File: src/hw/lldi_pkg.sv
// Constants, types and mode decoding for the DRAM init and mode-set block
package lldi_pkg;
  localparam int ADDR_W = 19;
  localparam int BANKS = 8;
  localparam int CLK_MHZ = 250;
  localparam int PWRUP_WAIT_US = 200;
  localparam int PWRUP_WAIT_CYCLES = PWRUP_WAIT_US * CLK_MHZ;
  localparam logic [3:0] SETTLE_LINK_CYCLES = 4'h6;
  localparam logic [10:0] DLL_LOCK_CYCLES = 11'h400;
  localparam logic [10:0] INIT_IDLE_COUNT = 11'h400;
  localparam logic [2:0] MIN_MODE_SETS = 3'h3;
  localparam logic [2:0] WR_RD_GAP = 3'h3;
  localparam logic CTRL_EN_RESET = 1'b1;
  // Register byte offsets
  localparam logic [7:0] REG_CTRL = 8'h00;
  localparam logic [7:0] REG_MODE = 8'h04;
  localparam logic [7:0] REG_TIMING = 8'h08;
  localparam logic [7:0] REG_STATUS = 8'h0C;
  localparam logic [7:0] REG_ERR = 8'h10;
  localparam int CTRL_EN = 0;
  localparam int CTRL_RESTART = 1;
  // Mode field positions on the address pins
  localparam int M_CFG = 0;
  localparam int M_BL = 3;
  localparam int M_MUX = 5;
  localparam int M_DLL = 7;
  localparam int M_IMP = 8;
  localparam int M_ODT = 9;
  // Error flag positions
  localparam int E_EARLY = 0;
  localparam int E_SETTLE = 1;
  localparam int E_UPPER = 2;
  localparam int E_RSV_CFG = 3;
  localparam int E_RSV_BL = 4;
  localparam int E_BL8 = 5;
  localparam int E_ROW = 6;
  localparam int E_TURN = 7;
  localparam int E_DLL = 8;
  localparam int E_BUSY = 9;
  localparam int E_ACCESS = 10;
  localparam int ERR_W = 11;
  localparam logic [1:0] RESP_OKAY = 2'h0;
  localparam logic [1:0] RESP_SLVERR = 2'h2;

  typedef enum logic [2:0] {
    CMD_IDLE, CMD_MODE_SET, CMD_REFRESH, CMD_READ, CMD_WRITE
  } lldi_cmd_e;

  typedef enum logic [4:0] {
    ST_PWRUP = 5'h01,
    ST_MRS = 5'h02,
    ST_INIT = 5'h04,
    ST_READY = 5'h08,
    ST_SPARE = 5'h10
  } lldi_state_e;

  typedef struct packed {
    logic ck;
    logic sel_n;
    logic wr_n;
    logic ref_n;
    logic [2:0] bank;
    logic [ADDR_W-1:0] addr;
  } lldi_pins_s;

  typedef struct packed {
    logic valid;
    lldi_cmd_e kind;
    logic [2:0] bank;
    logic [ADDR_W-1:0] addr;
  } lldi_cmd_s;

  typedef struct packed {
    lldi_pins_s meta;
    lldi_pins_s sync;
    logic ck_prev;
    lldi_pins_s hold;
    lldi_cmd_s cmd;
  } lldi_rx_s;

  typedef struct packed {
    logic on_die_termination;
    logic drive_impedance_select;
    logic dll_en;
    logic address_mux_select;
    logic [1:0] burst_len;
    logic [2:0] cfg;
    logic [3:0] row_cycle_time;
    logic [3:0] read_latency_cycles;
    logic [3:0] write_latency_cycles;
  } lldi_mode_s;

  function automatic lldi_mode_s lldi_mode_fn(input logic [9:0] a);
    lldi_mode_s m;
    m.on_die_termination = a[M_ODT];
    m.drive_impedance_select = a[M_IMP];
    m.dll_en = a[M_DLL];
    m.address_mux_select = a[M_MUX];
    m.burst_len = a[M_BL+1:M_BL];
    m.cfg = a[M_CFG+2:M_CFG];
    case (a[M_CFG+2:M_CFG])
      3'h0, 3'h1: m.row_cycle_time = 4'h4;
      3'h2: m.row_cycle_time = 4'h6;
      3'h3: m.row_cycle_time = 4'h8;
      3'h4: m.row_cycle_time = 4'h3;
      3'h5: m.row_cycle_time = 4'h5;
      default: m.row_cycle_time = 4'h0;
    endcase
    m.read_latency_cycles = m.row_cycle_time
      + {3'h0, a[M_MUX]};
    m.write_latency_cycles = m.read_latency_cycles + 4'h1;
    return m;
  endfunction

  localparam lldi_mode_s MODE_RESET = lldi_mode_fn(10'h000);

  typedef struct packed {
    logic ctrl_en;
    lldi_state_e init_st;
    logic [15:0] pwr_cnt;
    logic [2:0] ms_run;
    logic prev_ms;
    logic [BANKS-1:0] banks;
    logic [10:0] idle_cnt;
    lldi_mode_s mode;
    logic mux_half2;
    logic [9:0] ax;
    logic [3:0] settle;
    logic [BANKS-1:0][3:0] row_cnt;
    logic [2:0] wr_gap;
    logic [2:0] wr_bank;
    logic [10:0] dll_cnt;
    logic [ERR_W-1:0] err;
    logic aw_ok;
    logic [7:0] awaddr;
    logic w_ok;
    logic [31:0] wdata;
    logic [3:0] wstrb;
    logic awready;
    logic wready;
    logic bvalid;
    logic [1:0] bresp;
    logic arready;
    logic rvalid;
    logic [1:0] rresp;
    logic [31:0] rdata;
  } lldi_core_s;
endpackage

File: src/hw/lldi_link_rx.sv
// Command pin sampler: synchronises pins and decodes one command per rising edge
`timescale 1ns/10ps
module lldi_link_rx
  import lldi_pkg::*;
(
  // Clock and reset
  input wire logic core_clk_in,
  input wire logic nrst_in,
  // Command pins
  input wire lldi_pins_s pins_in,
  // Decoded command, one-cycle valid
  output lldi_cmd_s cmd_out
);
  lldi_rx_s st;
  lldi_rx_s next_st;

  always_comb begin
    next_st = st;
    next_st.meta = pins_in;
    next_st.sync = st.meta;
    next_st.ck_prev = st.sync.ck;
    next_st.cmd.valid = 1'b0;
    // Pins change just after the rising edge, so take them mid-period
    if (!st.sync.ck && st.ck_prev) begin
      next_st.hold = st.sync;
    end
    if (st.sync.ck && !st.ck_prev) begin
      next_st.cmd.valid = 1'b1;
      next_st.cmd.bank = st.hold.bank;
      next_st.cmd.addr = st.hold.addr;
      if (st.hold.sel_n) begin
        next_st.cmd.kind = CMD_IDLE;
      end else begin
        case ({st.hold.wr_n, st.hold.ref_n})
          2'b00: next_st.cmd.kind = CMD_MODE_SET;
          2'b10: next_st.cmd.kind = CMD_REFRESH;
          2'b11: next_st.cmd.kind = CMD_READ;
          default: next_st.cmd.kind = CMD_WRITE;
        endcase
      end
    end
  end

  always_ff @(posedge core_clk_in) begin
    if (!nrst_in) begin
      st <= '0;
      st.hold.sel_n <= 1'b1;
      st.cmd.kind <= CMD_IDLE;
    end else begin
      st <= next_st;
    end
  end

  assign cmd_out = st.cmd;
endmodule

File: src/hw/lldi_core.sv
// DRAM power-up tracking, mode register and AXI4-Lite register slave
`timescale 1ns/10ps
module lldi_core
  import lldi_pkg::*;
#(
  parameter int PWRUP_WAIT = PWRUP_WAIT_CYCLES
) (
  // Clock and reset
  input wire logic core_clk_in,
  input wire logic nrst_in,
  // Command and address pins
  input wire lldi_pins_s link_in,
  // AXI4-Lite write address and data
  input wire logic axi_awvalid_in,
  output logic axi_awready_out,
  input wire logic [7:0] axi_awaddr_in,
  input wire logic axi_wvalid_in,
  output logic axi_wready_out,
  input wire logic [31:0] axi_wdata_in,
  input wire logic [3:0] axi_wstrb_in,
  // AXI4-Lite write response
  output logic axi_bvalid_out,
  input wire logic axi_bready_in,
  output logic [1:0] axi_bresp_out,
  // AXI4-Lite read
  input wire logic axi_arvalid_in,
  output logic axi_arready_out,
  input wire logic [7:0] axi_araddr_in,
  output logic axi_rvalid_out,
  input wire logic axi_rready_in,
  output logic [31:0] axi_rdata_out,
  output logic [1:0] axi_rresp_out,
  // Device state
  output lldi_mode_s mode_out,
  output logic init_ready_out
);
  lldi_core_s st;
  lldi_core_s next_st;
  lldi_cmd_s cmd;
  logic [BANKS-1:0] bank_busy;
  logic [ERR_W-1:0] err_set;
  logic [ERR_W-1:0] err_clr;
  logic [31:0] bmask;
  logic [9:0] new_mode;
  logic upd;
  logic burst_ms;
  logic dll_locked;
  lldi_mode_s nm;

  lldi_link_rx u_rx (
    .core_clk_in(core_clk_in),
    .nrst_in(nrst_in),
    .pins_in(link_in),
    .cmd_out(cmd)
  );

  genvar b;
  generate
    for (b = 0; b < BANKS; b++) begin : g_bank
      assign bank_busy[b] = (st.row_cnt[b] != 4'h0);
    end
  endgenerate

  assign dll_locked = st.mode.dll_en && (st.dll_cnt == 11'h000);

  always_comb begin
    next_st = st;
    err_set = '0;
    err_clr = '0;
    new_mode = 10'h000;
    upd = 1'b0;
    burst_ms = 1'b0;
    bmask = {{8{st.wstrb[3]}}, {8{st.wstrb[2]}},
             {8{st.wstrb[1]}}, {8{st.wstrb[0]}}};
    nm = st.mode;
    // Power-up wait is counted on the core clock
    if (st.init_st == ST_PWRUP) begin
      if (st.pwr_cnt == 16'(PWRUP_WAIT)) begin
        next_st.init_st = ST_MRS;
      end else begin
        next_st.pwr_cnt = st.pwr_cnt + 16'h1;
      end
    end
    if (cmd.valid && st.ctrl_en) begin
      if (st.settle != 4'h0) next_st.settle = st.settle - 4'h1;
      if (st.wr_gap != 3'h0) next_st.wr_gap = st.wr_gap - 3'h1;
      if (st.dll_cnt != 11'h000) next_st.dll_cnt = st.dll_cnt - 11'h001;
      for (int i = 0; i < BANKS; i++) begin
        if (bank_busy[i]) next_st.row_cnt[i] = st.row_cnt[i] - 4'h1;
      end
      // Back-to-back mode-sets in ST_MRS skip the settle time
      burst_ms = st.prev_ms && cmd.kind == CMD_MODE_SET
        && st.init_st == ST_MRS;
      if (cmd.kind != CMD_IDLE && st.settle != 4'h0 && !burst_ms
          && !st.mux_half2) begin
        err_set[E_SETTLE] = 1'b1;
      end
      next_st.prev_ms = 1'b0;
      if (st.mux_half2) begin
        // Second half: A9 to M7, A4 to M2, A3 to M1, A8 unused
        next_st.mux_half2 = 1'b0;
        new_mode = {st.ax[9], st.ax[8], cmd.addr[9], 1'b0, st.ax[5],
                    st.ax[4], st.ax[3], cmd.addr[4], cmd.addr[3],
                    st.ax[0]};
        upd = 1'b1;
        if (cmd.addr[18:10] != 9'h000) err_set[E_UPPER] = 1'b1;
      end else begin
        case (cmd.kind)
          CMD_MODE_SET: begin
            next_st.prev_ms = 1'b1;
            next_st.settle = SETTLE_LINK_CYCLES;
            if (st.ms_run != 3'h7) next_st.ms_run = st.ms_run + 3'h1;
            if (st.init_st == ST_PWRUP) err_set[E_EARLY] = 1'b1;
            if (|bank_busy) err_set[E_BUSY] = 1'b1;
            if (st.mode.address_mux_select) begin
              if (cmd.addr[18:10] != 9'h000) err_set[E_UPPER] = 1'b1;
              next_st.ax = cmd.addr[9:0];
              next_st.mux_half2 = 1'b1;
            end else begin
              if (cmd.addr[17:10] != 8'h00) err_set[E_UPPER] = 1'b1;
              new_mode = cmd.addr[9:0] & 10'h3BF;
              upd = 1'b1;
            end
          end
          CMD_REFRESH: begin
            next_st.banks[cmd.bank] = 1'b1;
            if (bank_busy[cmd.bank]) err_set[E_ROW] = 1'b1;
            next_st.row_cnt[cmd.bank] = st.mode.row_cycle_time - 4'h1;
          end
          CMD_READ, CMD_WRITE: begin
            if (st.init_st != ST_READY) err_set[E_ACCESS] = 1'b1;
            if (bank_busy[cmd.bank]) err_set[E_ROW] = 1'b1;
            next_st.row_cnt[cmd.bank] = st.mode.row_cycle_time - 4'h1;
            if (cmd.kind == CMD_WRITE) begin
              next_st.wr_bank = cmd.bank;
              next_st.wr_gap = (st.mode.cfg == 3'h4) ? WR_RD_GAP
                                                    : 3'h0;
            end else begin
              if (st.wr_gap != 3'h0 && st.wr_bank == cmd.bank) begin
                err_set[E_TURN] = 1'b1;
              end
              if (st.dll_cnt != 11'h000) err_set[E_DLL] = 1'b1;
            end
          end
          default: begin
            if (st.init_st == ST_INIT && st.settle == 4'h0
                && st.idle_cnt != INIT_IDLE_COUNT) begin
              next_st.idle_cnt = st.idle_cnt + 11'h001;
            end
          end
        endcase
      end
      if (upd) begin
        nm = lldi_mode_fn(new_mode);
        if (new_mode[2:1] == 2'h3) err_set[E_RSV_CFG] = 1'b1;
        if (new_mode[4:3] == 2'h3) err_set[E_RSV_BL] = 1'b1;
        if (new_mode[4:3] == 2'h2
            && (new_mode[2:1] == 2'h0 || new_mode[2:0] == 3'h4)) begin
          err_set[E_BL8] = 1'b1;
        end
        // Enabling the loop restarts lock; dropping it is a loop reset
        if (nm.dll_en && !st.mode.dll_en) begin
          next_st.dll_cnt = DLL_LOCK_CYCLES;
        end
        if (!nm.dll_en) next_st.dll_cnt = 11'h000;
        next_st.mode = nm;
      end
      if (st.init_st == ST_MRS && cmd.kind != CMD_MODE_SET) begin
        if (st.ms_run >= MIN_MODE_SETS) next_st.init_st = ST_INIT;
        next_st.ms_run = 3'h0;
      end
    end
    if (st.init_st == ST_INIT && st.idle_cnt == INIT_IDLE_COUNT
        && &st.banks) begin
      next_st.init_st = ST_READY;
    end
    // Write channel: address and data taken in either order
    if (axi_awvalid_in && st.awready) begin
      next_st.aw_ok = 1'b1;
      next_st.awaddr = axi_awaddr_in;
    end
    if (axi_wvalid_in && st.wready) begin
      next_st.w_ok = 1'b1;
      next_st.wdata = axi_wdata_in;
      next_st.wstrb = axi_wstrb_in;
    end
    if (st.bvalid && axi_bready_in) next_st.bvalid = 1'b0;
    if (st.aw_ok && st.w_ok && !st.bvalid) begin
      next_st.aw_ok = 1'b0;
      next_st.w_ok = 1'b0;
      next_st.bvalid = 1'b1;
      next_st.bresp = RESP_OKAY;
      case ({st.awaddr[7:2], 2'b00})
        REG_CTRL: begin
          if (st.wstrb[0]) begin
            next_st.ctrl_en = st.wdata[CTRL_EN];
            if (st.wdata[CTRL_RESTART]) begin
              next_st.init_st = ST_PWRUP;
              next_st.pwr_cnt = 16'h0000;
              next_st.ms_run = 3'h0;
              next_st.banks = '0;
              next_st.idle_cnt = 11'h000;
            end
          end
        end
        REG_ERR: err_clr = st.wdata[ERR_W-1:0] & bmask[ERR_W-1:0];
        REG_MODE, REG_TIMING, REG_STATUS: ;
        default: next_st.bresp = RESP_SLVERR;
      endcase
    end
    // A flag raised in the clearing cycle survives
    next_st.err = (st.err & ~err_clr) | err_set;
    if (st.rvalid && axi_rready_in) next_st.rvalid = 1'b0;
    if (axi_arvalid_in && st.arready) begin
      next_st.rvalid = 1'b1;
      next_st.rresp = RESP_OKAY;
      case ({axi_araddr_in[7:2], 2'b00})
        REG_CTRL: next_st.rdata = {31'h0, st.ctrl_en};
        REG_MODE: next_st.rdata = {22'h0, st.mode.on_die_termination,
          st.mode.drive_impedance_select, st.mode.dll_en, 1'b0,
          st.mode.address_mux_select, st.mode.burst_len, st.mode.cfg};
        REG_TIMING: next_st.rdata = {12'h0,
          st.mode.write_latency_cycles, 4'h0,
          st.mode.read_latency_cycles, 4'h0, st.mode.row_cycle_time};
        REG_STATUS: next_st.rdata = {7'h0, dll_locked, st.idle_cnt,
          st.banks, st.init_st};
        REG_ERR: next_st.rdata = {21'h0, st.err};
        default: begin
          next_st.rdata = 32'h0000_0000;
          next_st.rresp = RESP_SLVERR;
        end
      endcase
    end
    next_st.awready = !next_st.aw_ok && !next_st.bvalid;
    next_st.wready = !next_st.w_ok && !next_st.bvalid;
    next_st.arready = !next_st.rvalid;
  end

  always_ff @(posedge core_clk_in) begin
    if (!nrst_in) begin
      st <= '0;
      st.ctrl_en <= CTRL_EN_RESET;
      st.init_st <= ST_PWRUP;
      st.mode <= MODE_RESET;
    end else begin
      st <= next_st;
    end
  end

  assign axi_awready_out = st.awready;
  assign axi_wready_out = st.wready;
  assign axi_bvalid_out = st.bvalid;
  assign axi_bresp_out = st.bresp;
  assign axi_arready_out = st.arready;
  assign axi_rvalid_out = st.rvalid;
  assign axi_rdata_out = st.rdata;
  assign axi_rresp_out = st.rresp;
  assign mode_out = st.mode;
  // One-hot state: the ready bit is itself a flop, so no decode on the pin
  assign init_ready_out = st.init_st[3];
endmodule

File: config.mk
export PLATFORM = sky130hd
export DESIGN_NAME = lldi_core
export DESIGN_NICKNAME = d
export VERILOG_FILES = /design/src/hw/lldi_pkg.sv /design/src/hw/lldi_link_rx.sv /design/src/hw/lldi_core.sv
export SDC_FILE = /design/constraint.sdc
export NUM_CORES = 1
export LEC_CHECK = 0
export BUFFER_PORTS_ARGS = -buffer_cell sky130_fd_sc_hd__buf_2
export CORE_UTILIZATION = 53
export CTS_CLUSTER_SIZE = 25
export DETAILED_ROUTE_END_ITERATION = 6
export PLACE_DENSITY = 0.76
export SETUP_SLACK_MARGIN = 0.02
export SLEW_MARGIN = 30
export SYNTH_ARGS = -nofsm -noshare
export SYNTH_HDL_FRONTEND = slang
export SYNTH_HIERARCHICAL = 1
export SYNTH_SLANG_ARGS = --single-unit
File: constraint.sdc
create_clock -name core_clk_in -period 2.8 [get_ports core_clk_in]
set_input_delay 0.28 -clock core_clk_in [delete_from_list [all_inputs] [get_ports core_clk_in]]
set_output_delay 0.28 -clock core_clk_in [all_outputs]
set_load 0.005 [all_outputs]
# Word level (Yosys, flattened, before mapping)
# Cells that the tools add are included.
# word_totals
register_bits,332
input_bits,85
word_cells,309
output_inout_bits,63
# classes
mux,113
eq_ne,33
order_cmp,3
addsub,17
bitwise,6
n_reduce_logical,71
# op_table
cell,count
$pmux W25 S5,1
$mux W11,10
$mux W108,1
$mux W24,4
$mux W4,21
$mux W19,4
$mux W52,1
$mux W21,2
$mux W10,4
$sub A4 B1 Y4 const B,10
$mux W37,1
$reduce_bool A4 Y1,9
$mux W35,1
$bwmux W32,1
$mux W32,1
$mux W1,31
$mux W5,6
$logic_and A1 B1 Y1,27
$mux W26,1
$eq A6 B2 Y1 const B,4
$mux W23,1
$and A11 B11 Y11,2
$pmux W4 S5,1
$mux W3,6
other kinds (60),93

# Logic depth before layout (Yosys ltp)
# depth
ltp_word,17
mapped_depth,13
depth_no_buf,10

# Hierarchy
# The synthesis kept the hierarchy.
# by_module_without_submodules
mod,instances,area_per_inst_um2,seq_area_each_um2,cells_each
lldi_core,1,9915.8,3803.6,1219
lldi_link_rx,1,3544.6,2082.0,363

# Worst setup path after synthesis
# OpenSTA, ideal clock, no wires.
# synth_timing
kind,register to register
from,"reg, netlist name u_rx/cmd_out[24]"
to,"reg st, in the netlist mode_out[3]"
setup_time_ns,0.062
synth_period_minus_slack_ns,2.770
setup_slack_ns,0.030
n_path_buf,3
t_required_ns,2.738
arrival_time_ns,2.708
stages_incl_launch_ff,14
path_cell_list,dfxtp_1 > buf_4 > buf_2 > or3b_1 > buf_2 > nor3_1 > a22o_1 > ha_1 > ha_1 > nand2_1 > nor2_1 > o21a_1 > or4b_1 > nand3_1
# synth_between
elab_chain_cells,11
word_cells_on_any_way,20
cone_classes,add/sub: 2; eq/ne: 6; mux: 9; reduce/logical: 3
# synth_lines
item,line,rtl
$eq A3 B1 Y1 *,lldi_core.sv:108,case (cmd.kind)
$mux W10,lldi_core.sv:108,
$mux W10,lldi_core.sv:99,if (st.mux_half2) begin
$mux W10,lldi_core.sv:84,if (cmd.valid && st.ctrl_en) begin
$eq A3 B1 Y1 / $logic_not A3 Y1 (equally long branches),lldi_pkg.sv:101,case (a[M_CFG+2:M_CFG])
$reduce_or A2 Y1,lldi_pkg.sv:101,
$pmux W4 S5,lldi_pkg.sv:101,
$mux W4,lldi_core.sv:153,if (upd) begin
$mux W4,lldi_core.sv:84,
$add A4 B1 Y4,lldi_pkg.sv:110,"+ {3'h0, a[M_MUX]};"
$add A4 B1 Y4,lldi_pkg.sv:111,m.write_latency_cycles = m.read_latency_cycles + 4'h1;
to (signal assigned),lldi_core.sv:246,st <= next_st;
to (decl),lldi_core.sv:37,lldi_core_s st;
# Every way passes the cells marked *; elsewhere a longest branch is shown, timed or not. The select of a mux whose other input is x is not followed.
# A chain may end at the register's enable or synchronous reset.

# Worst setup path in the final report
# layout_timing
from,"reg, netlist name u_rx/cmd_out[22]"
to,"reg st, in the netlist mode_out[3]"
# layout_between
elab_chain_cells,11
word_cells_on_any_way,20
cone_classes,add/sub: 2; eq/ne: 6; mux: 9; reduce/logical: 3
# layout_lines
item,line
$eq A3 B1 Y1 *,lldi_core.sv:108
$mux W10,lldi_core.sv:108
$mux W10,lldi_core.sv:99
$mux W10,lldi_core.sv:84
$eq A3 B1 Y1 / $logic_not A3 Y1 (equally long branches),lldi_pkg.sv:101
$reduce_or A2 Y1,lldi_pkg.sv:101
$pmux W4 S5,lldi_pkg.sv:101
$mux W4,lldi_core.sv:153
$mux W4,lldi_core.sv:84
$add A4 B1 Y4,lldi_pkg.sv:110
$add A4 B1 Y4,lldi_pkg.sv:111
# Marks and branches as above.

==> impl_metrics.yaml <==
clock_network:
  clkTransAtPathRegs_ns: 0.07
  cts_resized: 0
  clk_latency_ns: 0.56
  cts_root_buf: "clkbuf_16"
  cts_buffer_depth: 3
  htreeDepth: 1
  tritoncts: "yes"
  cts_inserted_buffers: 29
  cts_sinks: 290
placed_design:
  pre_cts_slack_ns: 0.236
  dp_hpwl_mm: 22.3
  gp_congestion: 0.920
  portBuffers: 110
die:
  ios: 148
  dieArea_um2: 25800
  row_count: 57
  die_w_um: 161
  dieHeight_um: 161
  initial_core_util_pct: 54.5
  coreArea_um2: 24500
worst_setup_path:
  critPathTopFamily: "simple AND/OR/NAND/NOR gates"
  crit_required_ns: 3.30
  crit_top_cell: "ha_1"
  cp_slowest_stage_delay_ns: 0.50
  cp_slowest_cell: "or4b_1"
  crit_fanout: 5
  path_buf_inv: 0
  worstPathArrival_ns: 3.13
  cp-start-kind: "flop"
  worstPathCellList: "or3b_1 -> nor3_1 -> a22o_1 -> ha_1 -> ha_1 -> nand2_1 -> nor2_1 -> o21a_1 -> or4b_1 -> nand3_1"
  end_kind: "flop"
  critical_path_class: "flop to flop"
detailed_routing:
  vias_per_cell: 5.65
  totalWireLength_mm: 32.7
  ant_nets: 0
  drc: 0
  drt_iter0_markers: 891
  met2_length_mm: 15.8
  first_pass_iters: 5
  route.detailed.wl_per_inst_um: 16.5
  vias: 11200
  wl_met1_mm: 14.0
  dr_wl_met3_mm: 2.02
  top_layer: "met4"
power:
  vdd_drop_max_uv: 582
  leakagePower_nw: 5.90
  total_power_w: 0.00837
  pwr_density_cell_nw_per_um2: 558
global_route:
  grt_overflow_total: 0
  antenna_found_initial: 0
  track_usage_pct: 25.0
  grt_pass1_wl_mm: 53.0
  grt_max_degree: 54
  grt_pass1_vias: 10700
finish:
  synthToLayoutAreaGrowth_pct: 12.6
  final_net_count: 1741
  drive_gt1_share_pct: 14.2
  diodes: 0
sta:
  worst_pin_slew_ns: 0.876
  fin_skew_ns: 0.0116
  slew_headroom_pct: 41.6
  fin_ws_ns: 0.169
  finalHoldViolCount: 0
  min_period_over_period_pct: 94.0
  rsz0062_at_grt: "false"
  min_period_ns: 2.63
  finalSetupTns_ns: 0
  clock.fmax_mhz: 380
  hold-worst-slack_ns: 0.0199
  report.final.setup_viol: 0
  drv_slew: 0
hold_path:
  hp-class: "input pin to flop"
synthesis:
  avgSynthCellArea_um2: 8.50
  mappedNetlistArea_um2: 13300
  yosys_warnings: 6
  synth_cells: 1569
outcome:
  status: "finished, final reports clean"
flow_run:
  max_cap_violations: 0
-- layout make-up --
type | count | area (um2)
Fill cell | 2048 | 9450
Clock buffer | 36 | 772
Inverter | 53 | 199
Clock inverter | 16 | 155
Tap cell | 324 | 405
Sequential cell | 290 | 5810
Multi-Input combinational cell | 1066 | 6360
Timing Repair Buffer | 194 | 1310
-- final timing paths --
kind                    startpoint              to  slack, ns  depth (start not counted)
hold reg to reg   u_rx/next_st[54]     u_rx/st[54]       0.43                          1
hold / removal       axi_bready_in  axi_bvalid_out       0.02                          3
setup reg to reg  u_rx/cmd_out[22]     mode_out[3]       0.17                         10
setup / recovery  u_rx/cmd_out[22]     mode_out[3]       0.17                         10
-- flip-flops by register name (all words and copies together) (netlist names) --
name             cells
axi_rresp_out        1
init_ready_out       1
u_rx/st             49
u_rx/cmd_out        25
axi_bvalid_out       1
axi_arready_out      1
st                 134
mode_out            21
axi_wready_out       1
bmask                2
axi_rvalid_out       1
axi_rdata_out       25
axi_awready_out      1
u_rx/next_st        26
axi_bresp_out        1
-- metal layers --
| metal | vias up | track usage, % |
|---|---|---|
| met5 | - | 0 |
| met4 | 0 | 8.53 |
| met3 | 73 | 4.24 |
| met2 | 359 | 42.9 |
| met1 | 5255 | 31.6 |
| li1 | 5504 | - |
-- worst register-to-register path, delay by kind of cell (launching register included) --
kind | cells | cell delay (ns)
fa+ha+maj | 2 | 0.46
simple gates | 6 | 1.40
compound gates | 2 | 0.33
flops | 1 | 0.38
-- cells in the final DEF, fill, tap and decap left out, types with 15 or more instances in the layout --
cell type and n:
clkbuf_16 29, a21oi_1 109, buf_4 38, nand4_1 16, ha_1 22, a21boi_0 47
nor2_1 113, nor4_1 16, nand3_1 49, dlygate4sd3_1 45, nand2_1 221, inv_1 52
and2_1 66, o21ai_0 72, xnor2_1 19, dfxtp_1 290, mux2i_1 23, nor3_1 35
or3_1 15, buf_2 109
-- metrics by stage --
step	cells	area [um2]	util (%)
6_report	1979	15000	61.4
5_1_grt	1979	15000	61.4
4_1_cts	1978	15000	61.3
3_5_place_dp	1881	13600	55.7
3_3_place_gp	1881	13600	55.7
2_1_floorplan	1577	13400	-
-- power breakdown --
part	switching (W)	total, W	internal [W]
clock	0.00164	0.00379	0.00215
sequential	0.0000337	0.00423	0.00419
combinational	0.000200	0.000355	0.000156
-- repair_timing --
action                    CTS  global route
setup buffers               0             0
hold endpoints to repair   45             0
hold buffers               45             0
No activity file was read; power rests on OpenSTA's default activity.
